<file path="config.mk">
export PLATFORM = sky130hd
export DESIGN_NAME = ecra_cfg_access
export DESIGN_NICKNAME = d
export VERILOG_FILES = /design/src/ecra_pkg.sv /design/src/ecra_cfg_access.sv
export SDC_FILE = /design/constraint.sdc
export NUM_CORES = 1
export LEC_CHECK = 0
export BUFFER_PORTS_ARGS = -buffer_cell sky130_fd_sc_hd__buf_4
export CORE_UTILIZATION = 58
export DETAILED_ROUTE_END_ITERATION = 16
export GPL_ROUTABILITY_DRIVEN = 0
export PLACE_DENSITY = 0.79
export SETUP_SLACK_MARGIN = 0.05
export SYNTH_ARGS = -nofsm -noshare
export SYNTH_HDL_FRONTEND = slang
export SYNTH_SLANG_ARGS = --single-unit
</file>
<file path="constraint.sdc">
create_clock -name sys_clk -period 5.05 [get_ports sys_clk]
set_clock_uncertainty 0.05 [all_clocks]
set_input_delay 1.515 -clock sys_clk [delete_from_list [all_inputs] [get_ports sys_clk]]
set_output_delay 1.515 -clock sys_clk [all_outputs]
set_load 0.02 [all_outputs]
</file>
<file path="src/ecra_pkg.sv">
package ecra_pkg;

  // ===========================================================================
  // link addressing
  // ===========================================================================
  localparam logic [3:0] DEV_TYPE_CFG   = 4'hB;  // device type of the config register
  localparam int         DEV_TYPE_POS   = 4;     // device type field position
  localparam int         HW_ADDR_POS    = 1;     // hardware address field position
  localparam int         RW_POS         = 0;     // read/write bit position
  localparam int         WA0_A15_POS    = 7;     // word address byte 0, bit A15
  localparam int         WA0_A11_POS    = 3;     // word address byte 0, bit A11
  localparam int         WA0_A10_POS    = 2;     // word address byte 0, bit A10

  // ===========================================================================
  // configuration register layout
  // ===========================================================================
  localparam int         ECC_POS        = 7;     // ecc used flag in first data byte
  localparam int         SCHEME_POS     = 1;     // protection scheme select in first byte
  localparam int         LOCK_POS       = 0;     // lock bit in first byte
  localparam logic [7:0] CONFIRM_LOCK   = 8'h99; // confirmation when lock bit is one
  localparam logic [7:0] CONFIRM_OPEN   = 8'h66; // confirmation when lock bit is zero
  localparam logic [7:0] ZONE_RST       = 8'h00; // zone protect bits as delivered
  localparam logic       SCHEME_RST     = 1'b0;  // legacy pin protection as delivered
  localparam logic       LOCK_RST       = 1'b0;  // writable as delivered
  localparam int         WR_BYTES       = 3;     // data bytes of a legal write

  // ===========================================================================
  // array zoning
  // ===========================================================================
  localparam int         ZONES          = 8;     // number of protect zones
  localparam int         ZONE_BYTES     = 8192;  // bytes per zone
  localparam int         ZONE_SEL_POS   = 13;    // lowest address bit that selects a zone

  // ===========================================================================
  // pin synchroniser
  // ===========================================================================
  localparam int         SYNC_PINS      = 6;     // scl, sda, wp, three address straps
  localparam int         PIN_SCL        = 0;
  localparam int         PIN_SDA        = 1;
  localparam int         PIN_WP         = 2;
  localparam int         PIN_HWA        = 3;

  // ===========================================================================
  // types
  // ===========================================================================
  typedef enum logic [2:0] {
    ST_IDLE = 3'b000,  // waiting for a start
    ST_RX   = 3'b001,  // shifting in a byte
    ST_ACK  = 3'b011,  // driving acknowledge
    ST_TX   = 3'b010,  // shifting out a byte
    ST_HACK = 3'b110,  // sampling the host acknowledge
    ST_SKIP = 3'b100   // not addressed, wait for start or stop
  } ecra_state_e;

  typedef enum logic [1:0] {
    RX_DEV  = 2'b00,   // device address byte
    RX_WA0  = 2'b01,   // word address byte 0
    RX_WA1  = 2'b11,   // word address byte 1
    RX_DATA = 2'b10    // write data bytes
  } ecra_rxkind_e;

endpackage

</file>
<file path="src/ecra_cfg_access.sv">
// Function
// - eight independent zones of 8192 bytes each
// - protect bit n covers zone n addresses
// - set bit refuses zone writes; delivered zero
// - legacy mode ignores zone bits; filler byte
// - exactly three data bytes, else abort
// - confirmation 99h for lock, 66h otherwise
// - write-protect pin never blocks register writes
// - locked writes acknowledged, nothing changes
// - lock can never be cleared by a write, only by sys_rst
// - read needs word address; no current read
// - read returns byte0, byte1, then wraps
// - byte0 flags/mode/lock, byte1 zone bits
// - ecc flag follows the latest read
// - scheme one uses zones, zero uses pin
// - byte0 bit 0 is the permanent lock bit
module ecra_cfg_access
  import ecra_pkg::*;
(
  // clock and reset
  input  wire logic                    sys_clk,
  input  wire logic                    sys_rst,
  // two-wire link pins
  input  wire logic                    sclIn,
  input  wire logic                    sdaIn,
  output logic                         sdaOut,
  output logic                         sdaOe,
  // device pins
  input  wire logic                    wpPin,
  input  wire logic [2:0]              hwAddr,
  // array side, same clock
  input  wire logic                    arrayWrReq,
  input  wire logic [15:0]             arrayWrAddr,
  input  wire logic                    arrayReadDone,
  input  wire logic                    arrayEccUsed,
  // results
  output logic                         arrayWrAllowed,
  output logic [ZONES-1:0]             zoneProtectBits,
  output logic                         protectionSchemeSelect,
  output logic                         cfgLocked,
  output logic                         eccUsedFlag
);

  // ===========================================================================
  // pin synchronisers
  // ===========================================================================
  logic [SYNC_PINS-1:0] pinRaw;                 // all outside pins together
  logic [SYNC_PINS-1:0] pinClean_q;             // filtered pin levels

  assign pinRaw = {hwAddr, wpPin, sdaIn, sclIn};

  // three flops per pin, level taken once stages two and three agree
  genvar gi;
  generate
    for (gi = 0; gi < SYNC_PINS; gi++) begin : g_sync
      logic s1_q, s2_q, s3_q;                   // synchroniser chain
      always_ff @(posedge sys_clk or posedge sys_rst) begin
        if (sys_rst) begin
          s1_q <= 1'b1;
          s2_q <= 1'b1;
          s3_q <= 1'b1;
          pinClean_q[gi] <= 1'b1;
        end else begin
          s1_q <= pinRaw[gi];
          s2_q <= s1_q;
          s3_q <= s2_q;
          if (s2_q == s3_q) begin               // stable, accept
            pinClean_q[gi] <= s3_q;
          end
        end
      end
    end
  endgenerate

  // ===========================================================================
  // link events
  // ===========================================================================
  logic sclPrev_q, sdaPrev_q;                   // previous filtered levels
  logic sclRise, sclFall, startEv, stopEv;      // decoded link events
  logic sclNow, sdaNow;                         // filtered levels now

  assign sclNow  = pinClean_q[PIN_SCL];
  assign sdaNow  = pinClean_q[PIN_SDA];
  assign sclRise = sclNow & ~sclPrev_q;
  assign sclFall = ~sclNow & sclPrev_q;
  assign startEv = sclNow & sclPrev_q & sdaPrev_q & ~sdaNow;
  assign stopEv  = sclNow & sclPrev_q & ~sdaPrev_q & sdaNow;

  // edge history
  always_ff @(posedge sys_clk or posedge sys_rst) begin
    if (sys_rst) begin
      sclPrev_q <= 1'b1;
      sdaPrev_q <= 1'b1;
    end else begin
      sclPrev_q <= sclNow;
      sdaPrev_q <= sdaNow;
    end
  end

  // ===========================================================================
  // helpers
  // ===========================================================================
  // device address byte addresses this register
  function automatic logic devMatch(input logic [7:0] b, input logic [2:0] hw);
    devMatch = (b[DEV_TYPE_POS +: 4] == DEV_TYPE_CFG) && (b[HW_ADDR_POS +: 3] == hw);
  endfunction

  // word address byte 0 selects this register
  function automatic logic waMatch(input logic [7:0] b);
    waMatch = b[WA0_A15_POS] & b[WA0_A11_POS] & ~b[WA0_A10_POS];
  endfunction

  // ===========================================================================
  // link state
  // ===========================================================================
  ecra_state_e  state_q;                        // byte level state
  ecra_rxkind_e rxKind_q;                       // what the current rx byte is
  logic [3:0]   bitCnt_q;                       // bits shifted in this byte
  logic [7:0]   shift_q;                        // rx and tx shift register
  logic         busFree_q;                      // last sequence ended with stop
  logic         addrValid_q;                    // word address received, no data yet
  logic         readByte_q;                     // next read byte index
  logic         hostAck_q;                      // host acknowledged last byte
  logic [2:0]   dataCnt_q;                      // write data bytes received
  logic [7:0]   wrByte0_q, wrByte1_q, wrConf_q; // captured write bytes
  logic         sdaOe_q;                        // drive sda low
  logic [7:0]   cfgByte0, cfgByte1;             // readback images

  // first byte carries flag, scheme and lock; second the zones
  assign cfgByte0 = {eccUsedFlag, 5'h00, protectionSchemeSelect, cfgLocked};
  assign cfgByte1 = zoneProtectBits;

  // byte protocol engine
  always_ff @(posedge sys_clk or posedge sys_rst) begin
    if (sys_rst) begin
      state_q     <= ST_IDLE;
      rxKind_q    <= RX_DEV;
      bitCnt_q    <= 4'h0;
      shift_q     <= 8'h00;
      busFree_q   <= 1'b1;
      addrValid_q <= 1'b0;
      readByte_q  <= 1'b0;
      hostAck_q   <= 1'b0;
      dataCnt_q   <= 3'h0;
      wrByte0_q   <= 8'h00;
      wrByte1_q   <= 8'h00;
      wrConf_q    <= 8'h00;
      sdaOe_q     <= 1'b0;
    end else if (stopEv) begin
      // stop ends everything and frees the bus
      state_q     <= ST_IDLE;
      busFree_q   <= 1'b1;
      addrValid_q <= 1'b0;
      sdaOe_q     <= 1'b0;
    end else if (startEv) begin
      // only after a stop, or a repeated start after our word address
      state_q   <= (busFree_q || addrValid_q) ? ST_RX : ST_SKIP;
      rxKind_q  <= RX_DEV;
      bitCnt_q  <= 4'h0;
      busFree_q <= 1'b0;
      dataCnt_q <= 3'h0;                        // a restart aborts a write
      sdaOe_q   <= 1'b0;
    end else begin
      unique case (state_q)
        ST_IDLE, ST_SKIP: begin
          sdaOe_q <= 1'b0;
        end
        ST_RX: begin
          if (sclRise) begin                    // sample data bit
            shift_q  <= {shift_q[6:0], sdaNow};
            bitCnt_q <= bitCnt_q + 4'h1;
          end else if (sclFall && bitCnt_q == 4'h8) begin
            bitCnt_q <= 4'h0;
            unique case (rxKind_q)
              RX_DEV: begin
                if (!devMatch(shift_q, pinClean_q[PIN_HWA +: 3])) begin
                  state_q <= ST_SKIP;
                end else if (!shift_q[RW_POS]) begin // write: word address next
                  state_q  <= ST_ACK;
                  sdaOe_q  <= 1'b1;
                  rxKind_q <= RX_WA0;
                end else if (addrValid_q) begin // random read only
                  state_q    <= ST_ACK;
                  sdaOe_q    <= 1'b1;
                  readByte_q <= 1'b0;
                end else begin                  // current address read refused
                  state_q <= ST_SKIP;
                end
              end
              RX_WA0: begin
                if (waMatch(shift_q)) begin
                  state_q  <= ST_ACK;
                  sdaOe_q  <= 1'b1;
                  rxKind_q <= RX_WA1;
                end else begin
                  state_q <= ST_SKIP;
                end
              end
              RX_WA1: begin                     // low address bits are don't care
                state_q     <= ST_ACK;
                sdaOe_q     <= 1'b1;
                rxKind_q    <= RX_DATA;
                addrValid_q <= 1'b1;
                dataCnt_q   <= 3'h0;
              end
              RX_DATA: begin                    // every byte acknowledged
                state_q     <= ST_ACK;
                sdaOe_q     <= 1'b1;
                addrValid_q <= 1'b0;
                if (dataCnt_q == 3'h0) wrByte0_q <= shift_q;
                if (dataCnt_q == 3'h1) wrByte1_q <= shift_q; // filler in legacy
                if (dataCnt_q == 3'h2) wrConf_q  <= shift_q;
                if (dataCnt_q != 3'h7) dataCnt_q <= dataCnt_q + 3'h1;
              end
            endcase
          end
        end
        ST_ACK: begin
          if (sclFall) begin                    // acknowledge bit ends
            if (rxKind_q == RX_DEV) begin       // read: drive first byte
              state_q  <= ST_TX;
              shift_q  <= cfgByte0;
              sdaOe_q  <= ~cfgByte0[7];
              bitCnt_q <= 4'h0;
              readByte_q <= 1'b1;
            end else begin
              state_q <= ST_RX;
              sdaOe_q <= 1'b0;
            end
          end
        end
        ST_TX: begin
          if (sclFall) begin
            if (bitCnt_q == 4'h7) begin         // byte out, release for host ack
              state_q <= ST_HACK;
              sdaOe_q <= 1'b0;
            end else begin
              shift_q  <= {shift_q[6:0], 1'b0};
              sdaOe_q  <= ~shift_q[6];
              bitCnt_q <= bitCnt_q + 4'h1;
            end
          end
        end
        ST_HACK: begin
          if (sclRise) begin
            hostAck_q <= ~sdaNow;
          end else if (sclFall) begin
            if (hostAck_q) begin                // next byte, wrapping
              state_q    <= ST_TX;
              shift_q    <= readByte_q ? cfgByte1 : cfgByte0;
              sdaOe_q    <= readByte_q ? ~cfgByte1[7] : ~cfgByte0[7];
              bitCnt_q   <= 4'h0;
              readByte_q <= ~readByte_q;
            end else begin
              state_q <= ST_SKIP;
            end
          end
        end
      endcase
    end
  end

  // ===========================================================================
  // configuration register
  // ===========================================================================
  logic commit;                                 // legal write completes at stop
  logic confOk;                                 // confirmation matches lock bit

  assign confOk = wrByte0_q[LOCK_POS] ? (wrConf_q == CONFIRM_LOCK)
                                      : (wrConf_q == CONFIRM_OPEN);
  // no write-protect pin term here on purpose
  assign commit = stopEv && state_q != ST_SKIP && rxKind_q == RX_DATA
                  && dataCnt_q == 3'(WR_BYTES) && confOk && !cfgLocked;

  // register bits, delivered state zero
  always_ff @(posedge sys_clk or posedge sys_rst) begin
    if (sys_rst) begin
      zoneProtectBits        <= ZONE_RST;
      protectionSchemeSelect <= SCHEME_RST;
      cfgLocked              <= LOCK_RST;
    end else if (commit) begin
      zoneProtectBits        <= wrByte1_q;
      protectionSchemeSelect <= wrByte0_q[SCHEME_POS];
      cfgLocked              <= cfgLocked | wrByte0_q[LOCK_POS];
    end
  end

  // ecc flag tracks the most recent array read
  always_ff @(posedge sys_clk or posedge sys_rst) begin
    if (sys_rst) begin
      eccUsedFlag <= 1'b0;
    end else if (arrayReadDone) begin
      eccUsedFlag <= arrayEccUsed;
    end
  end

  // ===========================================================================
  // array write gate
  // ===========================================================================
  // zone scheme uses bit addr[15:13]; legacy uses the pin
  always_ff @(posedge sys_clk or posedge sys_rst) begin
    if (sys_rst) begin
      arrayWrAllowed <= 1'b0;
    end else if (arrayWrReq) begin
      if (protectionSchemeSelect) begin
        arrayWrAllowed <= ~zoneProtectBits[arrayWrAddr[ZONE_SEL_POS +: 3]];
      end else begin                            // zones ignored
        arrayWrAllowed <= ~pinClean_q[PIN_WP];
      end
    end
  end

  // ===========================================================================
  // pin drivers
  // ===========================================================================
  // open drain: the pin is only ever pulled low
  always_ff @(posedge sys_clk or posedge sys_rst) begin
    if (sys_rst) begin
      sdaOut <= 1'b0;
      sdaOe  <= 1'b0;
    end else begin
      sdaOut <= 1'b0;
      sdaOe  <= sdaOe_q;
    end
  end

endmodule

</file>
==> results of run 1 <==
layout make-up:
| class | count | area, sq um | area share [%] |
|---|---|---|---|
| clock inverter | 7 | 82.6 | 1.89 |
| sequential | 82 | 2090 | 47.8 |
| timing repair buffer | 27 | 203 | 4.65 |
| tap | 77 | 96.3 | 2.21 |
| inverter | 19 | 72.6 | 1.66 |
| clock buffer | 9 | 124 | 2.84 |
| multi-input combinational | 220 | 1700 | 38.9 |
logic make-up (layout without fill, tap and decap cells):
kind of cell               count (synthesis)  count (layout)  share of synthesized area, %
xor gates and xnor gates                   4               4                         0.892
buffers and inverters                     33              62                          3.70
DFF                                       82              82                          53.1
other                                      1               1                        0.0955
adders and majority gates                 14              14                          4.08
and+or+nand+nor                           88              88                          12.5
AOI/OAI and AO/OA                         71              71                          12.3
muxes                                     42              42                          13.3
critical path, stage by stage (launching register included):
cell	delay, ns
dfrtp_1	0.78
inv_1	0.25
o311ai_2	0.43
nand2_1	0.14
or2_1	0.42
mux2_1	0.37
routing by layer:
layer,up-vias,GRT usage (%),share of wire (%)
met5,-,0,0
met4,0,7.99,1.6
met3,14,6.00,6.1
met2,118,39.0,49
met1,1393,32.9,43
li1,1265,-,-
cells in the mapped netlist, types with 4 or more instances:
library cell and count:
buf_2 5, nor2_1 10, clkbuf_1 6, ha_1 8
nand4b_1 4, nand4_1 5, dfstp_2 27, o21ai_0 20
mux2_4 9, inv_1 19, nand2b_1 7, dfrtp_1 55
nor2b_1 4, mux2i_1 6, o22ai_1 7, mux2_2 24
nand3_1 5, a21oi_1 10, maj3_1 6, a22oi_1 6
nand2_1 28
power groups by stage:
stage	clock, uW	combinational (uW)	sequential (uW)
after global placement	0	302	876
after detailed placement	0	314	877
final	492	319	867
after CTS	503	318	866
after floorplan	0	287	806
after global routing	526	354	878
registers in the layout, summed over array words and instances, names as in the netlist, 2 cells and up:
name             count
g_sync.s1_q          6
g_sync.s3_q          6
bitCnt_q             4
rxKind_q             2
state_q              3
wrConf_q             8
pinClean_q           4
wrByte1_q            8
dataCnt_q            3
g_sync.s2_q          6
wrByte0_q            2
shift_q              8
zoneProtectBits      8
worst min-delay path by stage:
stage                                        start  cells after the start                  endpoint
after floorplan           g_sync[0].s1_q$_DFF_PP1_                      0  g_sync[0].s2_q$_DFF_PP1_
after CTS                 g_sync[1].s1_q$_DFF_PP1_                      0  g_sync[1].s2_q$_DFF_PP1_
final                     g_sync[0].s1_q$_DFF_PP1_                      0  g_sync[0].s2_q$_DFF_PP1_
after global placement    g_sync[5].s1_q$_DFF_PP1_                      0  g_sync[5].s2_q$_DFF_PP1_
after global routing      g_sync[1].s1_q$_DFF_PP1_                      0  g_sync[1].s2_q$_DFF_PP1_
after detailed placement  g_sync[0].s1_q$_DFF_PP1_                      0  g_sync[0].s2_q$_DFF_PP1_
metrics by stage:
stage	instance area, sq um	instances
after floorplan	3930	335
after global placement	4150	425
after detailed placement	4150	425
after CTS	4360	441
after global routing	4360	441
final	4360	441
==> run_results.csv, run 1 <==
group,metric,value,unit
status,outcome,"finished, final reports clean",
timing,setup_viol,0,
die,die_x,84.3,microns
pwr,power_switching,550,uW
run,cap_violations,0,
pwr,clockPowerShare,29.3,%
pwr,switching_share,32.8,%
routing,wire_per_inst,18.1,microns
die,rows,29,
worst_setup_path,reg2reg_depth,5,
pwr,leakage,0.00199,uW
timing,hold_ws,0.310,ns
synthesis,synthesis.area,0.00393,sq mm
global_routing,grt_start_max_net_pins,57,
clocking,cts_max_path_buffers,2,
pwr,p_int,1130,uW
pwr,combPwrFrac,19.0,%
die,coreArea,0.00646,sq mm
clocking,numCtsBuffers,9,
final_layout,drive_gt1_share,31.3,%
synthesis,syn_avg_cell_area,11.7,sq um
synthesis,synthArstFlopShare,100,%
worst_hold_path,hold_path_class,"reg2reg",
timing,rsz0062_at_grt,"no",
synthesis,synth_cell_types,63,
clocking,clock-root-buffer,"clkbuf_8",
global_routing,grt_overflow,0,
die,die_area,0.00710,sq mm
timing,tightest_slew,0.923,ns
clocking,cts.sinks,82,
global_routing,grt_first_pass_wirelength,13.3,mm
routing,drtAntennaViolNets,0,
timing,slew_headroom,38.4,%
final_layout,num_antenna_cells,0,
synthesis,ys.flop_type,"dfrtp_1",
worst_setup_path,cp-startpoint,"state_q[1]$_DFFE_PP0P_",
die,pin_count,41,
global_routing,grt_usage,24.3,%
worst_setup_path,endpoint_kind,"flop",
synthesis,yosysWarnings,0,
synthesis,synth_top_cell_by_area,"dfrtp_1",
pwr,p_per_area,385,mW/mm^2
synthesis,synth_top_area_share,35.1,%
timing,drv_slew,0,
pwr,power.total,1680,uW
worst_setup_path,worst-setup-path-type,"reg2reg",
place,pre_cts_ws,2.31,ns
pwr,vdd.ir_drop.worst,0.251,mV
clocking,cts_tree,"built",
clocking,cts_max_level,3,
clocking,postCtsSetupBuffers,0,
worst_setup_path,critPathLaunchType,"flop",
synthesis,ys_top_cells_by_area,"dfrtp_1 (35%), dfstp_2 (18%), mux2_2 (6.9%), mux2_4 (3.4%), nand2_1 (2.7%)",
synthesis,synth_seq_area_share,53.1,%
final_layout,fin_util,67.5,%
routing,vias,2790,
place,portBuffers,26,
timing,setup-tns-final,0,ns
worst_setup_path,rr_startpoint,"state_q[1]$_DFFE_PP0P_",
timing,period_share,50.5,%
die,die_h,84.3,microns
die,initial_core_util,60.8,%
synthesis,ys_ff_latch,82,
routing,drtPass1Iterations,5,
final_layout,layout_commonest_cell,"dfrtp_1",
timing,fin_crit,2.55,ns
final_layout,final_cell_mix,"dfrtp_1 (55), nand2_1 (28), dfstp_2 (27), buf_4 (27), mux2_2 (24)",
worst_setup_path,critPathMaxFanout,21,
final_layout,fin_nets,394,
routing,drt_wl_total,8.00,mm
final_layout,syn2layout_area_growth,11.0,%
worst_setup_path,critPathRequiredTime,5.24,ns
global_routing,grt_pass1_vias,2740,
worst_setup_path,endpoint,"shift_q[3]$_DFFE_PP0P_",
clocking,clkTransAtPathRegs,0.08,ns
clocking,clkLatencyLatePin,0.36,ns
synthesis,syn_inst,335,
pwr,power_frac_seq,51.7,%
clocking,cts_hold_buffers,0,
routing,drcViolationCount,0,
timing,fmax,392,MHz
global_routing,antenna_found_initial,0,
worst_setup_path,rrSetupSlack,2.50,ns
clocking,cts_resized,0,
timing,hold_violations,0,
timing,setup_slack,2.50,ns
routing,first_iter_violations,260,
synthesis,synth_edf_count,0,
routing,vias_per_cell,6.33,
synthesis,synth_fp_nets,370,
final_layout,fill_cells,483,
place,dpl.hpwl,5.64,mm
worst_setup_path,regToRegEndpoint,"shift_q[3]$_DFFE_PP0P_",
worst_setup_path,worst_ep_arrival_time,2.74,ns
No activity file was read; power rests on OpenSTA's default activity.
==> run 2, diff against run 1 <==
==> constraint.sdc (replaced) <==
create_clock -name sys_clk -period 2.4 [get_ports sys_clk]
set_clock_uncertainty 0.05 [all_clocks]
set_input_delay 0.72 -clock sys_clk [delete_from_list [all_inputs] [get_ports sys_clk]]
set_output_delay 0.72 -clock sys_clk [all_outputs]
set_load 0.02 [all_outputs]
==> run_results.csv, run 2 (synthesis results as in run 1) <==
group,metric,value,unit
worst_setup_path,endpoint_kind,"flop",
place,place_area,0.00428,sq mm
worst_setup_path,critPathMaxFanout,8,
clocking,cts_tree,"built",
timing,slew_headroom,63.8,%
final_layout,drive_gt1_share,33.8,%
worst_setup_path,critPathRequiredTime,2.59,ns
routing,wire_per_inst,17.9,microns
die,die_x,84.3,microns
clocking,cts.sinks,82,
clocking,cts_max_path_buffers,2,
routing,drcViolationCount,2,
place,dpl.cell_count,440,
die,die_area,0.00710,sq mm
die,initial_core_util,60.8,%
status,violations,"DRC",
routing,vias,2884,
global_routing,grt_busiest_layer,"met2",
timing,setup_viol,0,
clocking,numCtsBuffers,9,
worst_setup_path,worst_ep_arrival_time,2.40,ns
timing,fmax,453,MHz
die,pin_count,41,
clocking,cts_max_level,3,
global_routing,gr-usage-met2,40.0,%
final_layout,fill_cells,477,
global_routing,met3_usage,5.01,%
routing,drt_wl_total,8.18,mm
final_layout,final_cell_mix,"dfrtp_1 (55), buf_4 (41), nand2_1 (28), dfstp_2 (27), mux2_2 (24)",
timing,hold_violations,0,
clocking,clock-root-buffer,"clkbuf_8",
global_routing,grt_usage,25.2,%
die,rows,29,
run,cap_violations,0,
routing,first_iter_violations,278,
timing,tightest_slew,0.544,ns
final_layout,num_antenna_cells,0,
worst_setup_path,crit_path_cell_trace,"ha_1 > and3b_1 > o311ai_2 > nand2_1 > or2_1 > buf_4 > mux2_1",
die,coreArea,0.00646,sq mm
pwr,leakage,0.00206,uW
worst_hold_path,hold_path_class,"reg2reg",
timing,setup_slack,0.193,ns
routing,drtPass1Iterations,12,
final_layout,design_area,0.00448,sq mm
worst_setup_path,critical_path.top_delay_family,"simple AND/OR/NAND/NOR gates",
pwr,p_per_area,796,mW/mm^2
final_layout,final_cells,456,
global_routing,grt_start_max_net_pins,83,
worst_setup_path,cpPeakStageDelay,0.41,ns
final_layout,syn2layout_area_growth,14.0,%
final_layout,layout_commonest_cell,"dfrtp_1",
timing,rsz0062_at_grt,"no",
clocking,cts_resized,0,
place,pre_cts_ws,0.239,ns
worst_setup_path,slowest_stage,"dfrtp_1",
final_layout,fin_nets,409,
timing,setup-tns-final,0,ns
clocking,clkTransAtPathRegs,0.09,ns
place,dpl.hpwl,5.65,mm
global_routing,grt_overflow,0,
clocking,postCtsSetupBuffers,0,
pwr,vdd.ir_drop.worst,0.487,mV
place,portBuffers,26,
worst_setup_path,worst-setup-path-type,"reg2reg",
clocking,clkLatencyLatePin,0.36,ns
global_routing,grt_pass1_vias,2802,
global_routing,grt_first_pass_wirelength,13.7,mm
timing,fin_crit,2.21,ns
timing,drv_slew,0,
timing,period_share,92.0,%
global_routing,use_met1,33.8,%
status,outcome,"finished, violations left",
worst_setup_path,crit_buf_inv,1,
clocking,cts_hold_buffers,0,
die,die_h,84.3,microns
routing,vias_per_cell,6.32,
routing,drtAntennaViolNets,0,
worst_setup_path,critPathLaunchType,"flop",
global_routing,antenna_found_initial,0,
[run 2: cell types whose count changed in the layout (fill, tap and decap cells not counted), sizes merged]
cell / previous run / this run
clkbuf: 9 / 11
clkinv: 3 / 1
clkinvlp: 1 / 2
bufinv: 1 / 0
buf: 27 / 42
[run 2: report_power, final]
group	total (uW)	internal, uW	switching [uW]
Sequential	1780	1550	223
Clock	976	452	523
Combinational	807	380	428
Total	3560	2390	1170
[run 2: layout make-up]
class	instances	area, sq um	area share [%]
sequential	82	2090	46.6
multi-input combinational	220	1700	37.9
timing repair buffer	42	328	7.32
clock buffer	11	153	3.41
tap	77	96.3	2.15
inverter	19	75.1	1.68
clock inverter	5	42.5	0.951
[run 2: worst paths after layout]
kind                                             to  cells past startpoint  slack (ns)                startpoint
max                          shift_q[3]$_DFFE_PP0P_                      7        0.19   bitCnt_q[0]$_DFFE_PP0P_
min                        g_sync[0].s2_q$_DFF_PP1_                      0        0.31  g_sync[0].s1_q$_DFF_PP1_
max reg2reg                  shift_q[3]$_DFFE_PP0P_                      7        0.19   bitCnt_q[0]$_DFFE_PP0P_
min reg2reg                g_sync[0].s2_q$_DFF_PP1_                      0        0.31  g_sync[0].s1_q$_DFF_PP1_
max in group asynchronous       sdaPrev_q$_DFF_PP1_                      3        1.51                   sys_rst
min in group asynchronous   bitCnt_q[1]$_DFFE_PP0P_                      3        0.42                   sys_rst
[run 2: metal layers]
metal / wire length (microns) / vias up
li1: - / 1294
met1: 3530 / 1422
met2: 3910 / 136
met3: 497 / 32
met4: 235 / 0
met5: 0 / -
[run 2: per-stage QoR]
stage | util (%) | hold slack, ns | power [uW]
final | 69.3 | 0.307 | 3560
after global routing | 69.3 | 0.314 | 3740
after CTS | 69.3 | 0.308 | 3570
after detailed placement | 66.3 | 0.298 | 2580
after global placement | 66.3 | 0.296 | 2550
after floorplan | - | 0.295 | 2300
